## config.mk

```make
export PLATFORM = sky130hd
export DESIGN_NAME = ldar_top
export DESIGN_NICKNAME = d
export VERILOG_FILES = /design/src/rtl/ldar_pkg.sv /design/src/rtl/ldar_avg_if.sv /design/src/rtl/ldar_avg.sv /design/src/rtl/ldar_top.sv
export VERILOG_INCLUDE_DIRS = /design/src /design/src/rtl
export SDC_FILE = /design/constraint.sdc
export NUM_CORES = 2
export LEC_CHECK = 0
export ABC_AREA = 1
export BUFFER_PORTS_ARGS = -buffer_cell sky130_fd_sc_hd__buf_2
export CAP_MARGIN = 25
export CORE_MARGIN = 1
export CORE_UTILIZATION = 47
export CTS_CLUSTER_SIZE = 20
export DETAILED_ROUTE_END_ITERATION = 8
export MAX_ROUTING_LAYER = met4
export PLACE_DENSITY = 0.69
export SLEW_MARGIN = 20
export SYNTH_ARGS = -nofsm -noshare
export SYNTH_HDL_FRONTEND = slang
export SYNTH_SLANG_ARGS = --single-unit
```

## constraint.sdc

```tcl
create_clock -name clk -period 114.7 [get_ports clk]
set_input_delay 17.205 -clock clk [delete_from_list [all_inputs] [get_ports clk]]
set_output_delay 17.205 -clock clk [all_outputs]
set_load 0.01 [all_outputs]
```

## src/rtl/ldar_defs.svh

```systemverilog
// ldar_defs.svh: register offsets, field positions, reset values, timing constants
// assumes: included by bare name from the package and the design modules
`ifndef LDAR_DEFS_SVH
`define LDAR_DEFS_SVH

// register word indices (the byte address is the index times four)
`define LDAR_IDX_RES0      6'h2A
`define LDAR_IDX_RES1      6'h2B
`define LDAR_IDX_RES2      6'h2C
`define LDAR_IDX_RES3      6'h2D
`define LDAR_IDX_DIFF01    6'h2E
`define LDAR_IDX_DIFF23    6'h2F
`define LDAR_IDX_CTRL1     6'h30
`define LDAR_IDX_LEDCUR    6'h31
`define LDAR_IDX_STATUS    6'h32
`define LDAR_ADDR_W        8

// first control register fields
`define LDAR_C1_TIMING_ENGINE_ENABLE    0
`define LDAR_C1_TX3SEL     1
`define LDAR_C1_LEDON      2
`define LDAR_C1_AVG_LO     8
`define LDAR_C1_AVG_HI     15
`define LDAR_C1_RESET      32'h0000_0001

// led current register fields
`define LDAR_LC_IR_LO      0
`define LDAR_LC_IR_HI      7
`define LDAR_LC_RED_LO     8
`define LDAR_LC_RED_HI     15
`define LDAR_LC_REF_LO     16
`define LDAR_LC_REF_HI     17
`define LDAR_LC_RESET      32'h0000_0000

// result layout
`define LDAR_RES_W         24
`define LDAR_CODE_W        22

// timing
`define LDAR_CLK_HZ        50000000
`define LDAR_CONV_NS       50000
`define LDAR_CONV_CYC      ((`LDAR_CONV_NS * (`LDAR_CLK_HZ / 1000000)) / 1000)
`define LDAR_PHASES        4

`endif

```

## src/rtl/ldar_pkg.sv

```systemverilog
// ldar_pkg.sv: types shared by the led drive and adc readout block
// assumes: ldar_defs.svh on the include path
package ldar_pkg;
    `include "ldar_defs.svh"

    typedef enum logic [1:0]
    {
        LDAR_ST_IDLE = 2'b00,
        LDAR_ST_WAIT = 2'b01,
        LDAR_ST_CONV = 2'b10
    } ldar_conv_state_t;

    typedef logic [`LDAR_RES_W-1:0] ldar_word_t;
endpackage : ldar_pkg

```

## src/rtl/ldar_avg_if.sv

```systemverilog
// ldar_avg_if.sv: carrier between the top module and the averaging unit
// assumes: one clock domain
`timescale 1ns/1ps
`include "ldar_defs.svh"
interface ldar_avg_if;
    logic                       sampleValid;
    logic [`LDAR_CODE_W-1:0]    sampleCode;
    logic                       phaseClear;
    logic [7:0]                 numAvg;
    logic [`LDAR_RES_W-1:0]     avgValue;

    modport top
    (
        output sampleValid, sampleCode, phaseClear, numAvg,
        input  avgValue
    );
    modport avg
    (
        input  sampleValid, sampleCode, phaseClear, numAvg,
        output avgValue
    );
endinterface : ldar_avg_if

```

## src/rtl/ldar_avg.sv

```systemverilog
// ldar_avg.sv: averaging unit, accumulates signed codes of one phase
// assumes: phaseClear pulses at each phase boundary, same clock as the top
`timescale 1ns/1ps
`include "ldar_defs.svh"
module ldar_avg
    import ldar_pkg::*;
(
    input wire logic    clk,
    input wire logic    resetn,
    ldar_avg_if.avg     bus
);
    logic signed [31:0] acc_r;
    logic        [8:0]  cnt_r;
    logic signed [31:0] accNxt;
    logic signed [31:0] quot;

    assign accNxt = acc_r + {{10{bus.sampleCode[`LDAR_CODE_W-1]}}, bus.sampleCode};
    assign quot   = (cnt_r == 9'h000) ? 32'sh0 : acc_r / $signed({23'h0, cnt_r});
    // sign-extend the 22-bit average to the full 24-bit word
    assign bus.avgValue = quot[`LDAR_RES_W-1:0];

    // ----------------------------------------------------------------
    // accumulation
    // ----------------------------------------------------------------
    always_ff @(posedge clk)
    begin
        if (!resetn || bus.phaseClear)
        begin
            acc_r <= 32'sh0;
            cnt_r <= 9'h000;
        end
        else if (bus.sampleValid && cnt_r <= {1'b0, bus.numAvg})
        begin
            acc_r <= accNxt;
            cnt_r <= cnt_r + 9'h001;
        end
    end

    a_avg_count_bound: assert property (@(posedge clk) disable iff (!resetn)
        cnt_r <= {1'b0, bus.numAvg} + 9'h001 || $past(bus.numAvg) != bus.numAvg)
        else $error("average count ran past its limit");
endmodule : ldar_avg

```

## src/rtl/ldar_top.sv

```systemverilog
// ldar_top.sv: led drive steering and adc readout with avalon-mm registers
// assumes: adc reset pulse and phase strobes come from the timing engine,
// adcCode is a 22-bit code from the converter on this clock
//
// Functional notes
// - Third-led select moves positive drive control to third led pin.
// - With third-led select, positive-pin diagnostics report the third pin.
// - Led drive-on stays inactive throughout every ambient phase; ledDriveOn is registered, so it drops one clock after ambientPhase rises.
// - Conversion starts only after adc reset falling edge.
// - Each conversion lasts 50 us.
// - Samples of a phase pass through an averaging unit.
// - Results are 24 bits; code in bits 21..0, upper bits 23..22 carry its sign extension.
// - Led current set by an 8-bit code tracking the reference.
// - Red and infrared current references are independent; here both share the one txRefSel field (bits 17..16).
// - Red is second led phase, infrared the first.
// - Transmit reference programmable from 0.25 V to 1 V.
// - Each adc reset rising edge seen during a conversion writes next result register in sequence.
// - Result pair updates refresh their difference register.
// - Codes are two's complement, msb first.
`timescale 1ns/1ps
`include "ldar_defs.svh"
module ldar_top
    import ldar_pkg::*;
(
    input  wire logic                       clk,
    input  wire logic                       resetn,
    input  wire logic [`LDAR_ADDR_W-1:0]    address,
    input  wire logic                       read,
    input  wire logic                       write,
    input  wire logic [31:0]                writedata,
    output logic      [31:0]                readdata,
    output logic                            waitrequest,
    input  wire logic                       adcReset,
    input  wire logic                       ambientPhase,
    input  wire logic                       ledPhaseSecond,
    input  wire logic                       ledDrive,
    input  wire logic [`LDAR_CODE_W-1:0]    adcCode,
    input  wire logic                       diagPosFault,
    input  wire logic                       diagNegFault,
    input  wire logic                       diagThirdFault,
    output logic                            ledDrivePosPin,
    output logic                            ledDriveNegPin,
    output logic                            thirdLedPin,
    output logic                            ledDriveOn,
    output logic      [7:0]                 ledCurrentCode,
    output logic      [1:0]                 txRefSel,
    output logic                            timingEngineEnable
);
    // ----------------------------------------------------------------
    // registers
    // ----------------------------------------------------------------
    logic [31:0]            ctrl1_r;
    logic [31:0]            ledCur_r;
    ldar_word_t             res_r [`LDAR_PHASES];
    ldar_word_t             diff01_r;
    ldar_word_t             diff23_r;
    logic [1:0]             slot_r;
    logic                   rstDly_r;
    ldar_conv_state_t       state_r;
    ldar_conv_state_t       stateNxt;
    logic [15:0]            convCnt_r;
    logic                   sampleValid_r;
    logic                   diagPos_r;
    logic                   diagNeg_r;
    logic                   ackPend_r;
    logic                   wrPend_r;
    wire  [2:0]             diagClean;

    ldar_avg_if avgBus();

    function automatic logic [5:0] regIndex(input logic [`LDAR_ADDR_W-1:0] a);
        regIndex = a[7:2];
    endfunction : regIndex

    function automatic ldar_word_t diffOf(input ldar_word_t a, input ldar_word_t b);
        diffOf = a - b;
    endfunction : diffOf

    // ----------------------------------------------------------------
    // decode
    // ----------------------------------------------------------------
    wire [5:0]  idx        = regIndex(address);
    wire        thirdSel   = ctrl1_r[`LDAR_C1_TX3SEL];
    wire        timing_engine_enable    = ctrl1_r[`LDAR_C1_TIMING_ENGINE_ENABLE];
    wire        ledOnCtl   = ctrl1_r[`LDAR_C1_LEDON];
    wire [7:0]  numAvg     = ctrl1_r[`LDAR_C1_AVG_HI:`LDAR_C1_AVG_LO];
    wire [7:0]  irCode     = ledCur_r[`LDAR_LC_IR_HI:`LDAR_LC_IR_LO];
    wire [7:0]  redCode    = ledCur_r[`LDAR_LC_RED_HI:`LDAR_LC_RED_LO];
    wire        rstRise    = adcReset && !rstDly_r;
    wire        rstFall    = !adcReset && rstDly_r;
    wire        convDone   = (state_r == LDAR_ST_CONV) &&
                             (convCnt_r == 16'(`LDAR_CONV_CYC - 1));
    wire        busReq     = (read || write) && !ackPend_r;
    // a write lands at the edge that sees waitrequest low
    wire        wrTake     = wrPend_r && write;
    wire [1:0]  slotPrev   = slot_r;
    wire        posDrive   = timing_engine_enable && ledDrive && ledPhaseSecond && !thirdSel;
    wire        thirdDrive = timing_engine_enable && ledDrive && ledPhaseSecond && thirdSel;
    wire        negDrive   = timing_engine_enable && ledDrive && !ledPhaseSecond;
    wire        driveOnNxt = ledOnCtl && timing_engine_enable && !ambientPhase;
    wire [7:0]  curNxt     = ledPhaseSecond ? redCode : irCode;
    wire        diagPosNxt = thirdSel ? diagClean[2] : diagClean[0];
    wire [31:0] statusWord = {29'h0, diagNeg_r, diagPos_r, thirdSel};

    logic [31:0] rdMux;
    always_comb
    begin
        rdMux = 32'h0000_0000;
        case (idx)
            `LDAR_IDX_RES0:   rdMux = {8'h00, res_r[0]};
            `LDAR_IDX_RES1:   rdMux = {8'h00, res_r[1]};
            `LDAR_IDX_RES2:   rdMux = {8'h00, res_r[2]};
            `LDAR_IDX_RES3:   rdMux = {8'h00, res_r[3]};
            `LDAR_IDX_DIFF01: rdMux = {8'h00, diff01_r};
            `LDAR_IDX_DIFF23: rdMux = {8'h00, diff23_r};
            `LDAR_IDX_CTRL1:  rdMux = ctrl1_r;
            `LDAR_IDX_LEDCUR: rdMux = ledCur_r;
            `LDAR_IDX_STATUS: rdMux = statusWord;
            default:          rdMux = 32'h0000_0000;
        endcase
    end

    // ----------------------------------------------------------------
    // fault input capture
    // ----------------------------------------------------------------
    wire [2:0]  diagPins   = {diagThirdFault, diagNegFault, diagPosFault};

    // a level change counts once the second and third stages agree
    for (genvar g = 0; g < 3; g++)
    begin : g_diag_sync
        logic meta_r;
        logic sync_r;
        logic late_r;
        logic clean_r;

        always_ff @(posedge clk)
        begin
            if (!resetn)
            begin
                meta_r  <= 1'b0;
                sync_r  <= 1'b0;
                late_r  <= 1'b0;
                clean_r <= 1'b0;
            end
            else
            begin
                meta_r  <= diagPins[g];
                sync_r  <= meta_r;
                late_r  <= sync_r;
                if (sync_r == late_r)
                    clean_r <= late_r;
            end
        end

        assign diagClean[g] = clean_r;
    end

    // ----------------------------------------------------------------
    // conversion sequencer
    // ----------------------------------------------------------------
    always_comb
    begin
        stateNxt = state_r;
        case (state_r)
            LDAR_ST_IDLE: if (rstRise) stateNxt = LDAR_ST_WAIT;
            LDAR_ST_WAIT: if (rstFall) stateNxt = LDAR_ST_CONV;
            LDAR_ST_CONV: if (rstRise) stateNxt = LDAR_ST_WAIT;
            default:      stateNxt = LDAR_ST_IDLE;
        endcase
    end

    always_ff @(posedge clk)
    begin
        if (!resetn)
        begin
            state_r       <= LDAR_ST_IDLE;
            convCnt_r     <= 16'h0000;
            rstDly_r      <= 1'b0;
            sampleValid_r <= 1'b0;
        end
        else
        begin
            state_r       <= stateNxt;
            rstDly_r      <= adcReset;
            sampleValid_r <= convDone;
            if (state_r != LDAR_ST_CONV || convDone)
                convCnt_r <= 16'h0000;
            else
                convCnt_r <= convCnt_r + 16'h0001;
        end
    end

    assign avgBus.sampleValid = sampleValid_r;
    assign avgBus.sampleCode  = adcCode;
    assign avgBus.phaseClear  = rstRise;
    assign avgBus.numAvg      = numAvg;

    ldar_avg u_avg
    (
        .clk    (clk),
        .resetn (resetn),
        .bus    (avgBus.avg)
    );

    // ----------------------------------------------------------------
    // result registers
    // ----------------------------------------------------------------
    always_ff @(posedge clk)
    begin
        if (!resetn)
        begin
            for (int i = 0; i < `LDAR_PHASES; i++)
                res_r[i] <= '0;
            diff01_r <= '0;
            diff23_r <= '0;
            slot_r   <= 2'h0;
        end
        else if (rstRise && state_r == LDAR_ST_CONV)
        begin
            res_r[slotPrev] <= avgBus.avgValue;
            slot_r          <= slot_r + 2'h1;
            if (slotPrev == 2'h0)
                diff01_r <= diffOf(avgBus.avgValue, res_r[1]);
            else if (slotPrev == 2'h1)
                diff01_r <= diffOf(res_r[0], avgBus.avgValue);
            else if (slotPrev == 2'h2)
                diff23_r <= diffOf(avgBus.avgValue, res_r[3]);
            else
                diff23_r <= diffOf(res_r[2], avgBus.avgValue);
        end
    end

    // ----------------------------------------------------------------
    // avalon-mm slave: one wait cycle, answer on the second
    // ----------------------------------------------------------------
    always_ff @(posedge clk)
    begin
        if (!resetn)
        begin
            ackPend_r   <= 1'b0;
            wrPend_r    <= 1'b0;
            waitrequest <= 1'b1;
            readdata    <= 32'h0000_0000;
            ctrl1_r     <= `LDAR_C1_RESET;
            ledCur_r    <= `LDAR_LC_RESET;
        end
        else
        begin
            ackPend_r   <= busReq;
            waitrequest <= !busReq;
            readdata    <= read ? rdMux : 32'h0000_0000;
            wrPend_r    <= busReq && write;
            if (wrTake && idx == `LDAR_IDX_CTRL1)
                ctrl1_r <= writedata;
            if (wrTake && idx == `LDAR_IDX_LEDCUR)
                ledCur_r <= writedata;
        end
    end

    // ----------------------------------------------------------------
    // led drive outputs
    // ----------------------------------------------------------------
    always_ff @(posedge clk)
    begin
        if (!resetn)
        begin
            ledDrivePosPin     <= 1'b0;
            ledDriveNegPin     <= 1'b0;
            thirdLedPin        <= 1'b0;
            ledDriveOn         <= 1'b0;
            ledCurrentCode     <= 8'h00;
            txRefSel           <= 2'h0;
            timingEngineEnable <= 1'b0;
            diagPos_r          <= 1'b0;
            diagNeg_r          <= 1'b0;
        end
        else
        begin
            ledDrivePosPin     <= posDrive;
            ledDriveNegPin     <= negDrive;
            thirdLedPin        <= thirdDrive;
            ledDriveOn         <= driveOnNxt;
            ledCurrentCode     <= curNxt;
            txRefSel           <= ledCur_r[`LDAR_LC_REF_HI:`LDAR_LC_REF_LO];
            timingEngineEnable <= timing_engine_enable;
            diagPos_r          <= diagPosNxt;
            diagNeg_r          <= diagClean[1];
        end
    end

    // ----------------------------------------------------------------
    // checks
    // ----------------------------------------------------------------
    a_ambient_drive_off: assert property (@(posedge clk) disable iff (!resetn)
        ambientPhase |=> !ledDriveOn)
        else $error("drive-on active in ambient phase");
    a_third_steer_pos: assert property (@(posedge clk) disable iff (!resetn)
        thirdSel |=> !ledDrivePosPin)
        else $error("positive pin driven in third-led mode");
    a_third_steer_on: assert property (@(posedge clk) disable iff (!resetn)
        (thirdSel && timing_engine_enable && ledDrive && ledPhaseSecond) |=> thirdLedPin)
        else $error("third pin not driven");
    a_diag_route: assert property (@(posedge clk) disable iff (!resetn)
        (thirdSel && diagClean[2]) |=> diagPos_r)
        else $error("third-led diagnostic not reported");
    a_conv_after_fall: assert property (@(posedge clk) disable iff (!resetn)
        ($rose(state_r == LDAR_ST_CONV)) |-> $past(rstFall))
        else $error("conversion began without reset falling edge");
    a_conv_length: assert property (@(posedge clk) disable iff (!resetn)
        convCnt_r <= 16'(`LDAR_CONV_CYC - 1))
        else $error("conversion counter ran past its length");
    a_slot_advance: assert property (@(posedge clk) disable iff (!resetn)
        (rstRise && state_r == LDAR_ST_CONV) |=> slot_r == $past(slot_r) + 2'h1)
        else $error("result slot did not advance");
    a_diff_pair: assert property (@(posedge clk) disable iff (!resetn)
        (rstRise && state_r == LDAR_ST_CONV && slot_r == 2'h1)
        |=> diff01_r == res_r[0] - res_r[1])
        else $error("difference register stale");
    a_cur_select: assert property (@(posedge clk) disable iff (!resetn)
        ledPhaseSecond |=> ledCurrentCode == $past(redCode))
        else $error("red code not used in second phase");
endmodule : ldar_top

```

* Word-level counts from Yosys, hierarchy flattened
Memories as Yosys holds them, arrays and structs flattened.
Index checks and enable logic that the tools add are counted.
** Word-level totals
- Flip-flop bits (word level) :: 239
- Memory bits (writable) :: 96
- Input bits :: 73
- Output and inout bits :: 48
- Word-level logic and storage cells :: 126
- Memories kept :: 1
** Memory list
- res_r :: words 4, width 24, rd ports 4, clocked after Yosys merged registers in 0, wr ports 4, line ldar_top.sv:54 : ldar_word_t res_r [`LDAR_PHASES];
** Cells by class
- Add/sub/neg operators :: 8
- Div/mod/pow operators :: 1
- $lt $le $gt $ge :: 1
- Equal/unequal tests :: 20
- Multiplexer cells :: 17
- Bitwise logic cells :: 3
- Reduce and logical (&&, ||, !) cells :: 39
** Operators with widths (count)
- 32-bit case mux with 9 select lines :: 1
- 24-bit two-way mux :: 5
- 24-bit subtractor :: 4
- 6-bit equality test (second input constant) :: 9
- 32-bit adder :: 1
- 32-bit by 10-bit divider with 32-bit output :: 1
- 24-bit OR reduction :: 1
- 1-bit logical AND :: 17
- 16-bit by 1-bit adder with 16-bit output (second input constant) :: 1
- 16-bit by 12-bit equality test with 1-bit output (second input constant) :: 1
- 9-bit by 1-bit adder with 9-bit output (second input constant) :: 1
- 9-bit by 8-bit less-or-equal comparator with 1-bit output :: 1
- 9-bit zero test :: 1
- 1-bit zero test :: 8
- 8-bit two-way mux :: 1
- 1-bit two-way mux :: 6
- 2-bit two-way mux :: 3
- 2-bit AND reduction :: 3
- 2-bit by 1-bit equality test with 1-bit output (second input constant) :: 2
- 2-bit equality test (second input constant) :: 2
- 2-bit zero test :: 2
- 2-bit != test (second input constant) :: 2
- 2-bit case mux with 2 select lines :: 1
- 2-bit OR reduction :: 2
- 7 further kinds :: 13

* Logic depth before layout (Yosys ltp)
- Depth after elaboration :: 8
- Mapped depth :: 559
- Depth with buffers taken out :: 523

* Hierarchy
Synthesis repeated with hierarchy kept, for this count alone.
** Unflattened totals
- Cell total of the unflattened synthesis :: 7914
- Area total of the unflattened synthesis :: 50502.2 um^2
** Modules (own cells, without submodules)
- ldar_avg :: instances 1, cells an instance 5011, area each 31639.1 um^2, sequential area each 820.8 um^2
- ldar_top :: instances 1, cells an instance 2903, area each 18863.1 um^2, sequential area each 6846.6 um^2

* Worst setup path before layout
Ideal clock, no wire load.
- Kind :: flip-flop to flip-flop
- Start :: reg u_avg.acc_r[3]
- End :: reg diff01_r[23]
- Setup time :: 0.109 ns
- Arrival time :: 69.708 ns
- Required time :: 114.591 ns
- Path slack :: 44.883 ns
- Stages on the path, launching flop included :: 531
- Buffers on the path :: 38
- Period minus slack after synthesis :: 69.817 ns
- Cells stage by stage :: dfxtp_1 -> nor2_1 -> nand2_1 -> nor2_2 -> nand2_1 -> nor2_1 -> inv_1 -> nor2_1 -> inv_1 -> nor4_1 -> ha_1 -> a21oi_1 -> ha_1 -> o21ai_0 -> nand2_1 -> nand2_2 -> or2_1 -> nand2_1 -> [495 not listed] -> nor2_1 -> nor2_1 -> o21ai_0 -> nand3_1 -> nand2_1 -> nand2_1 -> inv_1 -> nor2_1 -> inv_1 -> a21oi_1 -> xor2_1 -> nand2_1 -> nand2_1 -> inv_1 -> nand4_1 -> nand3_1 -> nand2_1 -> inv_1
** On the way
- Cells in the longest elaborated chain, start to end :: 5
- Elaborated cells between the ends (all ways) :: 6
- Classes of those cells :: 2 x add/sub; 1 x div; 3 x mux
** RTL lines
- start, declared :: line ldar_avg.sv:12 : logic signed [31:0] acc_r;
- start signal, assigned :: line ldar_avg.sv:34 : acc_r <= accNxt;
- 32-bit by 10-bit divider with 32-bit output (*) :: line ldar_avg.sv:18 : assign quot = (cnt_r == 9'h000) ? 32'sh0 : acc_r / $signed({23'h0, cnt_r});
- 24-bit two-way mux (*) :: line ldar_avg.sv:18
- 24-bit subtractor :: line ldar_top.sv:76 : diffOf = a - b;
- 24-bit two-way mux :: line ldar_top.sv:224 : else if (slotPrev == 2'h1)
- 24-bit two-way mux (*) :: line ldar_top.sv:222 : if (slotPrev == 2'h0)
- end signal, assigned :: line ldar_top.sv:223 : diff01_r <= diffOf(avgBus.avgValue, res_r[1]);
- end signal, assigned :: line ldar_top.sv:225 : diff01_r <= diffOf(res_r[0], avgBus.avgValue);
- end, declared :: line ldar_top.sv:55 : ldar_word_t diff01_r;
Every way passes the cells marked *; elsewhere a longest branch is shown, timed or not. The select of a mux whose other input is x is not followed.
A chain may end at the register's enable or synchronous reset.

* Final worst setup path
- Start :: reg u_avg.acc_r[0]
- End :: reg diff01_r[23]
The elaborated chain is that of the path after synthesis.

==> reports/results.txt <==
The flow ran to the end, and the final reports show no timing, DRC or antenna violations. Setup slack on the critical path of the routed design comes to 30.45 ns. The leading cell type by number of instances after synthesis is sky130_fd_sc_hd__nand2_1.

The critical path data arrival time is 84.69 ns. Across all register-to-register paths, the minimum setup slack is 30.45 ns. The worst ir drop on vdd was 0.0107 mV; the max-slew headroom at the worst pin was 24.4%.

The pre-antenna-repair detailed-routing pass consisted of 7 iterations. In the post-synthesis netlist, the biggest area contributors are sky130_fd_sc_hd__nand2_1 11%, sky130_fd_sc_hd__ha_1 11%, sky130_fd_sc_hd__dfxtp_1 11%, sky130_fd_sc_hd__inv_1 7.8%, sky130_fd_sc_hd__nor2_1 6.7%. Entering global routing, the biggest net connects 85 pins.

The area share of the leading cell type in the synthesized netlist is 11.4%. The maximum buffer depth of the clock tree was 3; the layout net count was 7458. The run gives 0 as the hold buffer count at CTS. The worst setup path is of the reg2reg kind. The tools report the number of antenna violations at the first check in global routing as 4. The slowest stage of the critical path belongs to the cell sky130_fd_sc_hd__nor3_4. The worst setup path is captured at a flip-flop. The share of total power dissipated in combinational logic is 5.5%. Detailed placement finished with a half-perimeter wire length of 104000 microns. The endpoint identified for the worst register-to-register timing path is diff01_r[23].

Compared with the post-synthesis result, the final layout area differs by 6.19%. The post-route netlist has 13.3% of its cells at a drive strength greater than 1. The clock network power share was 47.8%. The worst hold path begins at g_diag_sync[1].meta_r. The root buffer selected by CTS is sky130_fd_sc_hd__clkbuf_16. Setup repair after global routing left no endpoint under its margin. The run gives 7415 as the post-synth net total. For the worst flop-to-flop path, the logic depth is 501. The logs give 0 for the number of nets with antenna violations after detailed routing and 17.0% for the sequential area share after synthesis.

For the core region area, the log shows 0.0950 sq mm. Counting stages on the worst path, the most repeated cell is sky130_fd_sc_hd__nand2_1. Of the total power, the share spent switching nets is 23.7%. The run gives 335 as the number of sinks driven by the clock tree. Summed over all layers, the routed wires come to 133000 microns.

The final setup violation count was 0; the fraction of power consumed by sequential logic was 46.7%. The tools report the count of buffers added by post-CTS timing repair for setup as 0. The number of remaining DRC errors came out at 0. Along the worst path, the maximum fanout reaches 33. Number of buffers created by CTS: 35. TritonCTS built the clock tree. Adding up every negative setup slack in the final design gives 0 ns. For the pin with the worst max-slew slack, the measured transition is 1.12 ns.

After clock tree synthesis, the clock-pin slew on the worst setup and hold paths is 0.06 ns. In this run the tool buffered the top-level ports with 118 buffer cells. During I/O placement, the number of pins put on the boundary was 121.

In this run the core area contains 113 standard-cell rows. The number of H-tree levels is 2, and the width of the die is 312 microns. The via density per instance was 5.45.

The run gives 8283 as the final instance count without filler cells. The tools report the count of yosys warnings during synthesis as 0. For the top achievable clock speed, the log shows 0.0119 GHz.

The startpoint identified for the worst register-to-register timing path is u_avg.acc_r[0]. In this run the cell area of the synthesized design comes to 0.0450 sq mm. The worst hold path passes through 2 cells.

After synthesis, the netlist uses 92 different library cells. Synthesis produced a netlist whose cell count is 6945. The logs give 0.0630 mW for the power spent charging and discharging nets and 0 for the number of maximum-capacitance violations. The die covers 0.0971 sq mm.

Of all flip-flops after synthesis, the portion carrying an async set or reset was 0%. For the effective utilization at floorplan, the log shows 47.4%. The primary flip-flop cell chosen by synthesis mapping was sky130_fd_sc_hd__dfxtp_1. The final critical-path share of the clock period works out to 73.5%. For hold timing, the worst endpoint is g_diag_sync[1].sync_r.

Overall power consumption after layout is estimated at 0.266 mW. The later pin in the worst-skew pair is clocked with a latency of 0.55 ns. The mean routed wirelength per cell came out at 16.0 microns. The run gives 0 as the leftover overflow at the end of global routing.

sky130_fd_sc_hd__nand2_1 takes more of the synthesized area than any other cell. The routability-driven placement congestion ratio was 0.935. The tools report the type of element launching the critical path as a flip-flop. The average cell area after synthesis works out to 6.48 sq um.

The internal portion of the total power is 0.203 mW. The tools report the placed cell count as 8213. The min-delay analysis places its worst path in the category reg2reg. The global-route wire length before repair was 215000 microns; the all-layer global routing usage was 27.4%.

Cells fill 50.3% of the core in the end. Timing analysis after detailed placement gives a worst setup slack of 31.57 ns. The number of filler cells placed in the layout is 9868, and the total of cells resized after clock tree synthesis is 0. Sorting the synthesized cells by how often they occur yields 1363 x sky130_fd_sc_hd__nand2_1, 934 x sky130_fd_sc_hd__inv_1, 802 x sky130_fd_sc_hd__nor2_1, 474 x sky130_fd_sc_hd__o21ai_0, 450 x sky130_fd_sc_hd__nand3_1.

Counting flops and latches in the post-synthesis netlist gives 335. The overall via count from detail_route came out at 45100. The synthesized design contains 96 enable-type register cells. The areal power density over the cells is 5.55 mW/mm^2, and the cell leakage power is 25.7 nW. Die span in y: 312 microns. The violation count after the first detailed-route iteration is 3241, and the clock tree skew after final layout is 0.0216 ns. For the number of global-route vias before repair, the log shows 42000.

The final number of hold-violating endpoints was 0; the worst stage delay on the critical path was 0.64 ns. At the worst endpoint, the required time is 115.14 ns. The worst path in the final design needs a cycle of 84.25 ns, including I/O delays and setup.

The number of max-slew violations in the final report came out at 0.
## worst max-delay path, delay by kind of cell, from the launching register on
| family | cells | cell delay, ns |
|---|---|---|
| compound gates | 148 | 28.72 |
| fa+ha+maj | 34 | 11.05 |
| xor+xnor | 1 | 0.17 |
| simple gates | 240 | 32.89 |
| buf+inv | 78 | 10.63 |
| flops | 1 | 0.31 |
## kinds of logic (layout without fill, tap and decap cells)
kind of cell	Yosys count	count (layout)	share of synthesized area, %
xor gates and xnor gates	290	290	5.66
buffers and inverters	1221	1290	11.5
AOI/OAI and AO/OA	1245	1245	16.0
adders and majority gates	397	397	11.1
other	0	4	0
DFF	335	335	17.0
and+or+nand+nor	3457	3457	38.7
## cell usage in the layout (no fill, tap or decap), types with 82 or more instances in the layout
cell type / synthesis / final
sky130_fd_sc_hd__a21oi_1: 414 / 413
sky130_fd_sc_hd__buf_2: 2 / 117
sky130_fd_sc_hd__dfxtp_1: 239 / 238
sky130_fd_sc_hd__edfxtp_1: 96 / 96
sky130_fd_sc_hd__ha_1: 392 / 392
sky130_fd_sc_hd__inv_1: 934 / 933
sky130_fd_sc_hd__inv_2: 82 / 82
sky130_fd_sc_hd__nand2_1: 1363 / 1363
sky130_fd_sc_hd__nand2_2: 141 / 141
sky130_fd_sc_hd__nand3_1: 450 / 450
sky130_fd_sc_hd__nand3_2: 117 / 117
sky130_fd_sc_hd__nand4_1: 144 / 144
sky130_fd_sc_hd__nor2_1: 802 / 796
sky130_fd_sc_hd__nor3_1: 87 / 85
sky130_fd_sc_hd__o21ai_0: 474 / 474
sky130_fd_sc_hd__xnor2_1: 101 / 101
sky130_fd_sc_hd__xor2_1: 188 / 188
## final cells by class
cell class                      count  area (sq um)  area share, %
Multi-Input combinational cell   5389         32200           67.4
Sequential cell                   335          7670           16.0
Inverter                         1069          4140           8.66
Tap cell                         1265          1580           3.31
Clock buffer                       50          1070           2.23
Timing Repair Buffer              158           928           1.94
Clock inverter                     13           191          0.400
Antenna cell                        4          10.0         0.0209
## state kept, by name, indices dropped and copies added, names as in the netlist, 2 cells and up
| signal | cells |
|---|---|
| u_avg.acc_r | 32 |
| convCnt_r | 16 |
| slotPrev | 2 |
| diff23_r | 24 |
| ledCurrentCode | 8 |
| ledCur_r | 32 |
| res_r | 96 |
| ctrl1_r | 32 |
| g_diag_sync.late_r | 3 |
| readdata | 32 |
| txRefSel | 2 |
| g_diag_sync.meta_r | 3 |
| g_diag_sync.clean_r | 3 |
| state_r | 2 |
| g_diag_sync.sync_r | 3 |
| u_avg.cnt_r | 9 |
| diff01_r | 24 |
## worst max path at each step
stage	start	to	slack, ns
final	u_avg.acc_r[0]	diff01_r[23]	30.45
after global routing	u_avg.acc_r[0]	diff01_r[23]	21.85
after CTS	u_avg.acc_r[0]	diff01_r[23]	31.27
after detailed placement	u_avg.acc_r[0]	diff01_r[23]	31.57
after global placement	u_avg.acc_r[0]	diff01_r[23]	32.82
after floorplan	u_avg.acc_r[3]	diff01_r[23]	44.88
## per-stage QoR
| stage | area (sq um) | hold WS [ns] |
|---|---|---|
| 2_1_floorplan | 45000 | 0.390 |
| 3_3_place_gp | 46500 | 0.392 |
| 3_5_place_dp | 46500 | 0.403 |
| 4_1_cts | 47800 | 0.417 |
| 5_1_grt | 47800 | 0.453 |
| 6_report | 47800 | 0.416 |
## power by group through the flow
| stage | clock network (mW) | logic (mW) | registers [mW] |
|---|---|---|---|
| floorplan | 0 | 0.00924 | 0.127 |
| global placement | 0 | 0.0141 | 0.127 |
| detailed placement | 0 | 0.0144 | 0.127 |
| CTS | 0.128 | 0.0145 | 0.124 |
| global route | 0.133 | 0.0164 | 0.124 |
| finish | 0.127 | 0.0147 | 0.124 |
## layer usage
layer	GRT usage, %	share of wire (%)
met1	36.0	46
met2	45.2	46
met3	1.77	5.0
met4	7.68	3.0
met5	-	0
No activity file was read; power rests on OpenSTA's default activity.
